**src/rtl/volume_pkg.sv**
```systemverilog
// shared constants, register map and carrier types for the volume and auto-mute block
package volume_pkg;
	localparam int SAMPLE_W = 24;
	localparam int CODE_W = 8;
	localparam int RUN_W = 19;
	localparam int TIME_CODES = 8;
	// register offsets
	localparam logic [7:0] AUTO_MUTE_TIME_OFS = 8'h3B;
	localparam logic [7:0] VOLUME_LINK_CONTROL_OFS = 8'h3C;
	localparam logic [7:0] LEFT_VOLUME_OFS = 8'h3D;
	localparam logic [7:0] RIGHT_VOLUME_OFS = 8'h3E;
	// reset values
	localparam logic [7:0] AUTO_MUTE_TIME_RST = 8'h00;
	localparam logic [7:0] VOLUME_LINK_CONTROL_RST = 8'h00;
	localparam logic [7:0] LEFT_VOLUME_RST = 8'h10;
	localparam logic [7:0] RIGHT_VOLUME_RST = 8'h30;
	// field positions
	localparam int LEFT_RUN_LSB = 4;
	localparam int RIGHT_RUN_LSB = 0;
	localparam int RUN_FIELD_W = 3;
	localparam int LINK_LSB = 0;
	localparam int LINK_W = 2;
	localparam logic [1:0] LINK_INDEPENDENT = 2'h0;
	localparam logic [1:0] LINK_FOLLOW_LEFT = 2'h1;
	// gain code landmarks
	localparam logic [7:0] GAIN_MUTE_CODE = 8'hFF;
	localparam logic [7:0] GAIN_UNITY_CODE = 8'h30;
	localparam int GAIN_STEPS_PER_SHIFT = 12;
	localparam int GAIN_FRAC_W = 15;
	localparam int GAIN_MAX_SHIFT_UP = 4;
	// zero-run times in microseconds, counted in samples at the reference rate
	localparam longint REF_RATE_HZ = 96000;
	localparam longint RUN_TIME_US [TIME_CODES] = '{
		11500, 53000, 106500, 266500, 535000, 1065000, 2665000, 5330000};
	localparam logic [RUN_W-1:0] RUN_SAMPLES [TIME_CODES] = '{
		RUN_W'(RUN_TIME_US[0] * REF_RATE_HZ / 1000000),
		RUN_W'(RUN_TIME_US[1] * REF_RATE_HZ / 1000000),
		RUN_W'(RUN_TIME_US[2] * REF_RATE_HZ / 1000000),
		RUN_W'(RUN_TIME_US[3] * REF_RATE_HZ / 1000000),
		RUN_W'(RUN_TIME_US[4] * REF_RATE_HZ / 1000000),
		RUN_W'(RUN_TIME_US[5] * REF_RATE_HZ / 1000000),
		RUN_W'(RUN_TIME_US[6] * REF_RATE_HZ / 1000000),
		RUN_W'(RUN_TIME_US[7] * REF_RATE_HZ / 1000000)};
	// one gain octave in 0.5 dB steps, q1.15
	localparam logic [15:0] GAIN_MANT [GAIN_STEPS_PER_SHIFT] = '{
		16'h8000, 16'h78D7, 16'h7215, 16'h6BB3, 16'h65AD, 16'h5FFD,
		16'h5A9E, 16'h558C, 16'h50C3, 16'h4C3F, 16'h47FB, 16'h43F4};
	typedef struct packed {
		logic signed [SAMPLE_W-1:0] left;
		logic signed [SAMPLE_W-1:0] right;
	} stereo_t;
	typedef struct packed {
		logic wr;
		logic rd;
		logic [7:0] addr;
		logic [7:0] wdata;
	} reg_req_t;
endpackage : volume_pkg

```
**src/rtl/volume_automute.sv**
```systemverilog
// stereo digital volume with zero-run auto-mute and its control registers
`timescale 1ns/1ns
module volume_automute
	import volume_pkg::*;
(
	input wire logic mclk,
	input wire logic rst,
	input wire logic ce,
	input wire reg_req_t reg_req,
	output logic [7:0] reg_rdata,
	input wire logic sample_valid,
	input wire stereo_t sample_in,
	output logic out_valid,
	output stereo_t sample_out,
	output logic left_auto_muted,
	output logic right_auto_muted
);
	logic [7:0] auto_mute_time_reg, auto_mute_time_next;
	logic [7:0] volume_link_control_reg, volume_link_control_next;
	logic [7:0] left_volume_reg, left_volume_next;
	logic [7:0] right_volume_reg, right_volume_next;
	logic [7:0] rdata_reg, rdata_next;
	logic [RUN_W-1:0] run_reg [2];
	logic [RUN_W-1:0] run_next [2];
	logic muted_reg [2];
	logic muted_next [2];
	logic valid_reg, valid_next;
	stereo_t out_reg, out_next;
	logic [CODE_W-1:0] eff_code [2];
	logic [RUN_FIELD_W-1:0] run_sel [2];
	logic signed [SAMPLE_W-1:0] ch_in [2];
	logic signed [SAMPLE_W-1:0] ch_scaled [2];
	logic [1:0] volume_link_select;
	logic take;

	assign take = ce && sample_valid;
	assign volume_link_select = volume_link_control_reg[LINK_LSB +: LINK_W];
	assign run_sel[0] = auto_mute_time_reg[LEFT_RUN_LSB +: RUN_FIELD_W];
	assign run_sel[1] = auto_mute_time_reg[RIGHT_RUN_LSB +: RUN_FIELD_W];
	assign ch_in[0] = sample_in.left;
	assign ch_in[1] = sample_in.right;

	// gain code per channel, right follows left when linked
	always_comb begin
		eff_code[0] = left_volume_reg;
		eff_code[1] = right_volume_reg; // independent
		if (volume_link_select == LINK_FOLLOW_LEFT) begin
			eff_code[1] = left_volume_reg; // right follows left
		end
	end

	// register writes and registered read data
	always_comb begin
		auto_mute_time_next = auto_mute_time_reg;
		volume_link_control_next = volume_link_control_reg;
		left_volume_next = left_volume_reg;
		right_volume_next = right_volume_reg;
		rdata_next = rdata_reg;
		if (reg_req.wr) begin
			unique case (reg_req.addr)
				AUTO_MUTE_TIME_OFS: auto_mute_time_next = reg_req.wdata;
				VOLUME_LINK_CONTROL_OFS: volume_link_control_next = reg_req.wdata;
				LEFT_VOLUME_OFS: left_volume_next = reg_req.wdata;
				RIGHT_VOLUME_OFS: right_volume_next = reg_req.wdata;
				default: ;
			endcase
		end
		if (reg_req.rd) begin
			unique case (reg_req.addr)
				AUTO_MUTE_TIME_OFS: rdata_next = auto_mute_time_reg;
				VOLUME_LINK_CONTROL_OFS: rdata_next = volume_link_control_reg;
				LEFT_VOLUME_OFS: rdata_next = left_volume_reg;
				RIGHT_VOLUME_OFS: rdata_next = right_volume_reg;
				default: rdata_next = 8'h00;
			endcase
		end
	end

	always_ff @(posedge mclk or posedge rst) begin
		if (rst) begin
			auto_mute_time_reg <= AUTO_MUTE_TIME_RST;
			volume_link_control_reg <= VOLUME_LINK_CONTROL_RST;
			left_volume_reg <= LEFT_VOLUME_RST;
			right_volume_reg <= RIGHT_VOLUME_RST;
			rdata_reg <= 8'h00;
		end else if (ce) begin
			auto_mute_time_reg <= auto_mute_time_next;
			volume_link_control_reg <= volume_link_control_next;
			left_volume_reg <= left_volume_next;
			right_volume_reg <= right_volume_next;
			rdata_reg <= rdata_next;
		end
	end

	// per-channel scaler, zero-run counter and mute decision
	genvar g;
	generate
		for (g = 0; g < 2; g++) begin : g_ch
			gain_scaler #(
				.W(SAMPLE_W)
			) u_scale (
				.sample_in(ch_in[g]),
				.gain_code(eff_code[g]),
				.sample_out(ch_scaled[g])
			);

			always_comb begin
				run_next[g] = run_reg[g];
				muted_next[g] = muted_reg[g];
				if (take) begin // counted per sample only
					if (ch_in[g] != '0) begin
						run_next[g] = '0; // restart and release
						muted_next[g] = 1'b0;
					end else begin
						if (run_reg[g] != '1) begin
							run_next[g] = run_reg[g] + 1'b1;
						end
						muted_next[g] = run_next[g] >= RUN_SAMPLES[run_sel[g]];
					end
				end
			end

			always_ff @(posedge mclk or posedge rst) begin
				if (rst) begin
					run_reg[g] <= '0;
					muted_reg[g] <= 1'b0;
				end else if (ce) begin
					run_reg[g] <= run_next[g];
					muted_reg[g] <= muted_next[g];
				end
			end
		end
	endgenerate

	// output sample register, auto-muted channels forced to zero
	always_comb begin
		valid_next = take;
		out_next = out_reg;
		if (take) begin
			out_next.left = muted_next[0] ? '0 : ch_scaled[0];
			out_next.right = muted_next[1] ? '0 : ch_scaled[1];
		end
	end

	always_ff @(posedge mclk or posedge rst) begin
		if (rst) begin
			valid_reg <= 1'b0;
			out_reg <= '0;
		end else if (ce) begin
			valid_reg <= valid_next;
			out_reg <= out_next;
		end
	end

	assign reg_rdata = rdata_reg;
	assign out_valid = valid_reg;
	assign sample_out = out_reg;
	assign left_auto_muted = muted_reg[0];
	assign right_auto_muted = muted_reg[1];
endmodule : volume_automute

```
**src/rtl/gain_scaler.sv**
```systemverilog
// one channel of gain: mantissa times sample, shift by octave, saturate, mute code
`timescale 1ns/1ns
module gain_scaler
	import volume_pkg::*;
#(
	parameter int W = SAMPLE_W
) (
	input wire logic signed [W-1:0] sample_in,
	input wire logic [CODE_W-1:0] gain_code,
	output logic signed [W-1:0] sample_out
);
	localparam logic signed [W-1:0] MAX_S = {1'b0, {(W-1){1'b1}}};
	localparam logic signed [W-1:0] MIN_S = {1'b1, {(W-1){1'b0}}};
	logic [4:0] octave;
	logic [3:0] step;
	logic signed [W+16:0] prod;
	logic signed [W+16:0] shifted;

	// split code into octave and step, scale, clamp
	always_comb begin
		octave = 5'(gain_code / 8'(GAIN_STEPS_PER_SHIFT));
		step = 4'(gain_code % 8'(GAIN_STEPS_PER_SHIFT));
		prod = (W+17)'(sample_in) * (W+17)'($signed({1'b0, GAIN_MANT[step]}));
		shifted = prod >>> (GAIN_FRAC_W - GAIN_MAX_SHIFT_UP + int'(octave));
		if (gain_code == GAIN_MUTE_CODE) begin
			sample_out = '0; // full mute
		end else if (shifted > (W+17)'(MAX_S)) begin
			sample_out = MAX_S;
		end else if (shifted < (W+17)'(MIN_S)) begin
			sample_out = MIN_S;
		end else begin
			sample_out = W'(shifted); // 0.5 dB per code step
		end
	end
endmodule : gain_scaler

```
**config.mk**
```make
export PLATFORM = sky130hd
export DESIGN_NAME = volume_automute
export DESIGN_NICKNAME = d
export VERILOG_FILES = /design/src/rtl/volume_pkg.sv /design/src/rtl/volume_automute.sv /design/src/rtl/gain_scaler.sv
export SDC_FILE = /design/constraint.sdc
export NUM_CORES = 2
export LEC_CHECK = 0
export BUFFER_PORTS_ARGS = -buffer_cell sky130_fd_sc_hd__buf_2
export CORE_ASPECT_RATIO = 1.4
export CORE_UTILIZATION = 45
export DETAILED_ROUTE_END_ITERATION = 10
export GPL_TIMING_DRIVEN = 0
export PLACE_DENSITY = 0.6
export SYNTH_ARGS = -nofsm -noshare
export SYNTH_HDL_FRONTEND = slang
export SYNTH_SLANG_ARGS = --single-unit
```
**constraint.sdc**
```tcl
create_clock -name mclk -period 15.6 [get_ports mclk]
set_input_delay 3.9 -clock mclk [delete_from_list [all_inputs] [get_ports mclk]]
set_output_delay 3.9 -clock mclk [all_outputs]
set_load 0.005 [all_outputs]
```
## Word-level counts from Yosys, hierarchy flattened

Memories as Yosys holds them, arrays and structs flattened.
Index checks and enable logic that the tools add are counted.

| operators by class | value |
|---|---|
| equal/unequal tests | 9 |
| reductions and logical operators | 9 |
| bitwise operators | 4 |
| mux-type cells | 30 |
| $lt $le $gt $ge | 10 |
| multipliers | 2 |
| div/mod/pow operators | 4 |
| shift operators | 2 |
| add/sub/neg operators | 4 |

Operator list:

| operator | count |
|---|---|
| $mux W19 | 12 |
| $mux W24 | 8 |
| $gt A41 B24 Y1 const B | 2 |
| $lt A41 B24 Y1 const B | 2 |
| $mul A24 B17 Y41 | 2 |
| $sshr A41 B32 Y41 | 2 |
| $mux W16 | 4 |
| $reduce_bool A24 Y1 | 2 |
| $add A19 B1 Y19 const B | 2 |
| $ge A19 B19 Y1 | 2 |
| $ne A19 B19 Y1 const B | 2 |
| $eq A8 B6 Y1 const B | 4 |
| $pmux W8 S4 | 1 |
| $div A8 B4 Y8 const B | 2 |
| $eq A8 B8 Y1 const B | 2 |
| $mod A8 B4 Y8 const B | 2 |
| $add A4 B5 Y6 const A | 2 |
| $reduce_and A3 Y1 | 4 |
| $ge A5 B5 Y1 const B | 2 |
| $not A4 Y5 | 2 |
| $ge A4 B4 Y1 const B | 2 |
| $mux W8 | 1 |
| $not A3 Y4 | 2 |
| $mux W1 | 4 |
| other kinds (3) | 4 |

| word-level totals | value |
|---|---|
| memories | 4 |
| logic and storage cells | 90 |
| input port bits | 70 |
| bits in registers | 129 |
| output and inout port bits | 59 |
| ROM bits | 816 |

Memories:

| name | words | bits a word | rd ports | clocked after memory_dff | write ports | line | RTL |
|---|---|---|---|---|---|---|---|
| (no name shown) | 16 | 16 | 1 | 0 | 0 | gain_scaler.sv:23 | `prod = (W+17)'(sample_in) * (W+17)'($signed({1'b0, GAIN_MANT[step]}));` |
| (no name shown) | 16 | 16 | 1 | 0 | 0 | gain_scaler.sv:23 |  |
| (no name shown) | 8 | 19 | 1 | 0 | 0 | volume_automute.sv:118 | `muted_next[g] = run_next[g] >= RUN_SAMPLES[run_sel[g]];` |
| (no name shown) | 8 | 19 | 1 | 0 | 0 | volume_automute.sv:118 |  |

## Logic depth before layout (Yosys ltp)

| depth | value |
|---|---|
| depth after elaboration | 14 |
| mapped depth | 47 |
| mapped depth without buffers | 39 |

## Hierarchy

From an unflattened synthesis, not the netlist that was laid out.

| unflattened totals | value |
|---|---|
| cell total of the unflattened synthesis | 5,452 |
| area total of the unflattened synthesis | 45,148.3 um^2 |

Modules (own cells, without submodules):

| module | instances | area each (um^2) | sequential area each (um^2) | cells an instance |
|---|---|---|---|---|
| gain_scaler at g_ch[0].u_scale | 1 | 19,132.1 | 0.0 | 2,443 |
| gain_scaler at g_ch[1].u_scale | 1 | 18,571.6 | 0.0 | 2,281 |
| volume_automute | 1 | 7,444.6 | 3,231.8 | 728 |

## Least setup slack after synthesis

OpenSTA, ideal clock, no wires.

| timing | value |
|---|---|
| path type | input-to-reg |
| start point | input port sample_in[23] (netlist bit) |
| end point | register out_reg (netlist bit sample_out[10]) |
| setup slack | 3.799 ns |
| buffers on the path | 3 |
| data required time | 15.534 ns |
| arrival | 11.735 ns |
| cell stages on the path | 28 |
| cell sequence | clkbuf_1 nand2_1 inv_1 fa_1 inv_1 fa_1 inv_1 fa_1 inv_1 fa_1 fa_1 inv_1 fa_1 ha_1 buf_2 nand2_1 or3_1 and4b_1 or4_1 mux2_4 mux4_2 and3_1 a221oi_2 nand4_1 or3_4 a211oi_4 buf_6 a221o_1 |

| on the way | value |
|---|---|
| word-level cells in the longest chain between the ends | 7 |

Ends and longest elaborated chain:

| item | line | RTL |
|---|---|---|
| start, declared | volume_automute.sv:12 | `input wire stereo_t sample_in,` |
| $mul A24 B17 Y41 | gain_scaler.sv:23 |  |
| $sshr A41 B32 Y41 | gain_scaler.sv:24 | `shifted = prod >>> (GAIN_FRAC_W - GAIN_MAX_SHIFT_UP + int'(octave));` |
| $lt A41 B24 Y1 | gain_scaler.sv:29 | `end else if (shifted < (W+17)'(MIN_S)) begin` |
| $mux W24 | gain_scaler.sv:29 |  |
| $mux W24 | gain_scaler.sv:27 | `end else if (shifted > (W+17)'(MAX_S)) begin` |
| $mux W24 | gain_scaler.sv:25 | `if (gain_code == GAIN_MUTE_CODE) begin` |
| $mux W24 * | volume_automute.sv:141 | `out_next.right = muted_next[1] ? '0 : ch_scaled[1];` |
| end signal, assigned | volume_automute.sv:151 | `out_reg <= out_next;` |
| end, declared | volume_automute.sv:28 | `stereo_t out_reg, out_next;` |

Every way passes the cells marked *; elsewhere a longest branch is shown, timed or not.
A chain may end at the register's enable or synchronous reset.

## Worst setup path in the final report

| timing | value |
|---|---|
| start point | register volume_link_control_reg[0] |
| end point | register out_reg (netlist bit sample_out[13]) |

| on the way | value |
|---|---|
| word-level cells in the longest chain between the ends | 14 |

Ends and longest elaborated chain:

| item | line | RTL |
|---|---|---|
| start, declared | volume_automute.sv:19 | `logic [7:0] volume_link_control_reg, volume_link_control_next;` |
| start signal, assigned | volume_automute.sv:88 | `volume_link_control_reg <= volume_link_control_next;` |
| $eq A2 B1 Y1 * | volume_automute.sv:47 | `if (volume_link_select == LINK_FOLLOW_LEFT) begin` |
| $mux W8 * | volume_automute.sv:47 |  |
| $mod A8 B4 Y8 | gain_scaler.sv:22 | `step = 4'(gain_code % 8'(GAIN_STEPS_PER_SHIFT));` |
| $not A4 Y5 (not written as such) | gain_scaler.sv:23 |  |
| $mem_v2 Z16 W16 | - |  |
| $mux W16 (not written as such) (2 in a row) | gain_scaler.sv:23 |  |
| $mul A24 B17 Y41 | gain_scaler.sv:23 |  |
| $sshr A41 B32 Y41 | gain_scaler.sv:24 |  |
| $lt A41 B24 Y1 | gain_scaler.sv:29 |  |
| $mux W24 | gain_scaler.sv:29 |  |
| $mux W24 | gain_scaler.sv:27 |  |
| $mux W24 * | gain_scaler.sv:25 |  |
| $mux W24 * | volume_automute.sv:141 |  |

Every way passes the cells marked *; elsewhere a longest branch is shown, timed or not. The select of a mux whose other input is x is not followed.

==> run_results.csv <==
group,metric,value,unit
synthesis,yosysTopAreaCell,"fa_1",
sta,fin_crit,14.47,ns
clock_network,clk_pin_slew,0.07,ns
synthesis,synth_edf_count,0,
synthesis,synth_cell_type_count,109,
setup_path,critPathSlowestCell,"a21oi_1",
cells_and_area,regArea,0.00323,mm^2
placement,place.port_buffers,127,
placement,globalplace.congestion,0.958,
setup_path,slowest_delay,0.87,ns
route,avgRoutedWirePerCell,21.7,um
clock_network,hold_buffers,0,
clock_network,numCtsBuffers,17,
placement,dp_cells,6660,
route,vias,38200,
clock_network,post_cts_buffers,0,
synthesis,synth_area,0.0437,mm^2
sta,fin_skew,0.0103,ns
die,die-area,0.0984,mm^2
sta,worst_slew_pin_slew,1.26,ns
clock_network,cts-root-buf,"clkbuf_16",
synthesis,yosysSeqAreaShare,7.39,%
synthesis,netlist.area_leader.share,34.5,%
clock_network,cts_max_level,4,
placement,post-dp-hpwl,120000,um
clock_network,clk_latency,0.44,ns
clock_network,cts.sinks,129,
sta,maxSlewHeadroom,15.3,%
route,via_per_inst,5.71,
synthesis,synth-seq-cells,129,
synthesis,ys.flop_type,"dfrtp_1",
setup_path,endpoint,"sample_out[13]",
global_route,grt_pass1_vias,40300,
min_path,hp-class,"register to register",
cells_and_area,largest_register_ffs,48,
cells_and_area,fin_area,0.0466,mm^2
sta,setup_viol,0,
synthesis,synth_cells,5239,
setup_path,crit_top_cell,"fa_1",
setup_path,critPathLaunch,"volume_link_control_reg[0]",
job,drv_cap,0,
route,route.detailed.drc,0,
cells_and_area,final_cells,6693,
status,status,"completed",
cells_and_area,nFillCells,9450,
clock_network,cts_buffer_depth,2,
setup_path,rrSetupSlack,1.13,ns
global_route,grt_pass1_wl,228000,um
setup_path,crit_arrival,14.80,ns
sta,hold_ws,0.490,ns
sta,rsz0062_at_grt,"false",
sta,finalHoldViolations,0,
synthesis,async_flop_share,100,%
synthesis,yosysWarnings,0,
global_route,grt_start_max_net_pins,73,
setup_path,startpoint_type,"register",
sta,finalSetupTns,0,ns
sta,max_freq,0.0691,GHz
setup_path,crit_fanout,10,
cells_and_area,multi_input_area,0.0358,mm^2
die,start_util,45.7,%
cells_and_area,diodes,0,
synthesis,syn-num-nets,6326,
synthesis,synth_area_leaders,"fa_1 (35%), inv_1 (8.0%), ha_1 (7.5%), dfrtp_1 (7.2%), nand2_1 (6.3%)",
setup_path,timing.rr.end,"sample_out[13]",
sta,min_period_over_period,92.8,%
setup_path,r2r-start,"volume_link_control_reg[0]",
die,ios,129,
cells_and_area,layout-drive-gt1-share,6.65,%
global_route,overflow,0,
setup_path,crit_type,"register to register",
route,ant_nets,0,
cells_and_area,area_growth,6.70,%
route,drt_iter0_drc,2651,
sta,drv_slew,0,
synthesis,avgSynthCellArea,8.34,um^2
setup_path,reg2regPathDepth,42,
setup_path,required,15.93,ns
global_route,grt_antenna_before_repair,6,
die,rows,134,
cells_and_area,nets,6475,
route,first_pass_iters,7,
route,wirelength,145000,um
setup_path,end_kind,"register",
die,die_w,265,um
clock_network,ctsResizeCount,0,
global_route,track_usage,30.2,%
die,die_h,371,um
placement,placed_area,0.0460,mm^2
clock_network,cts_tree,"built",
die,core,0.0957,mm^2
layer usage:
metal	part of all wire, %	vias to the layer above	global-route usage, %
met5	0.032	-	0
met4	7.8	8	19.7
met3	4.4	446	2.72
met2	52	1301	55.5
met1	36	19200	33.0
li1	-	17300	-
placed cells by master, fill, tap and decap left out, drive strengths merged, types with 25 or more instances in the layout:
master / Yosys / layout
dfrtp: 126 / 126
clkbuf: 229 / 247
a211oi: 53 / 53
xor2: 32 / 32
o211ai: 82 / 82
and2: 345 / 345
mux2: 64 / 64
nand2: 731 / 731
fa: 754 / 754
ha: 263 / 263
a221o: 31 / 31
a31oi: 34 / 34
a22o: 25 / 25
a21o: 34 / 34
nor3: 62 / 62
o21a: 37 / 37
buf: 56 / 185
nor2: 232 / 232
inv: 929 / 938
o21ai: 188 / 188
mux2i: 119 / 119
nand3: 98 / 98
xnor2: 72 / 72
nand4: 43 / 43
a21oi: 181 / 181
and3: 46 / 46
layout make-up:
cell class | instances | area share, %
tap | 1292 | 3.47
clock buffer | 17 | 0.912
inverter | 930 | 7.50
timing repair buffer | 130 | 1.45
clock inverter | 15 | 0.408
multi-input combinational | 3895 | 76.9
sequential | 129 | 6.93
buffer | 285 | 2.46
cells in the mapped netlist, drive strengths merged, types with 62 or more instances:
cell	instances
dfrtp	126
fa	754
ha	263
xnor2	72
nand3	98
mux2	64
a21oi	181
mux2i	119
nor3	62
nor2	232
nand2	731
clkbuf	229
inv	929
o211ai	82
and2	345
o21ai	188
cells by family after synthesis:
| kind of cell | Yosys count | synth area share, % |
|---|---|---|
| muxes | 193 | 4.94 |
| DFF | 129 | 7.39 |
| and+or+nand+nor | 1697 | 18.6 |
| buffers and inverters | 1215 | 10.6 |
| AOI/OAI and AO/OA | 884 | 14.3 |
| xor gates and xnor gates | 104 | 2.08 |
| adders and majority gates | 1017 | 42.1 |
metrics by stage:
stage                     setup WS [ns]  util, %
after global routing              0.491     48.7
after floorplan                    3.80        -
after detailed placement           1.39     48.1
after global placement             1.44     48.0
final                              1.13     48.7
after CTS                          1.39     48.7
worst min-delay path by stage:
stage                                  to  cells after the start             startpoint  slack [ns]
floorplan                     run_reg[20]                      2            run_reg[20]        0.46
global placement         right_auto_muted                      2       right_auto_muted        0.47
detailed placement         sample_out[38]                      2         sample_out[38]        0.48
CTS                        sample_out[42]                      2         sample_out[42]        0.49
global route        auto_mute_time_reg[3]                      1  auto_mute_time_reg[3]        0.52
finish                     sample_out[42]                      2         sample_out[42]        0.49
worst max-delay path: cells and delay by family (launching register included):
| family | cells | cell delay (ns) |
|---|---|---|
| DFF | 1 | 0.44 |
| buffers and inverters | 10 | 2.44 |
| muxes | 2 | 1.04 |
| adders and majority gates | 8 | 3.99 |
| and+or+nand+nor | 11 | 2.17 |
| AOI/OAI and AO/OA | 11 | 4.23 |
Power is not shown: default switching activity piles up to over one toggle a cycle in this logic, so the estimate is an artifact.
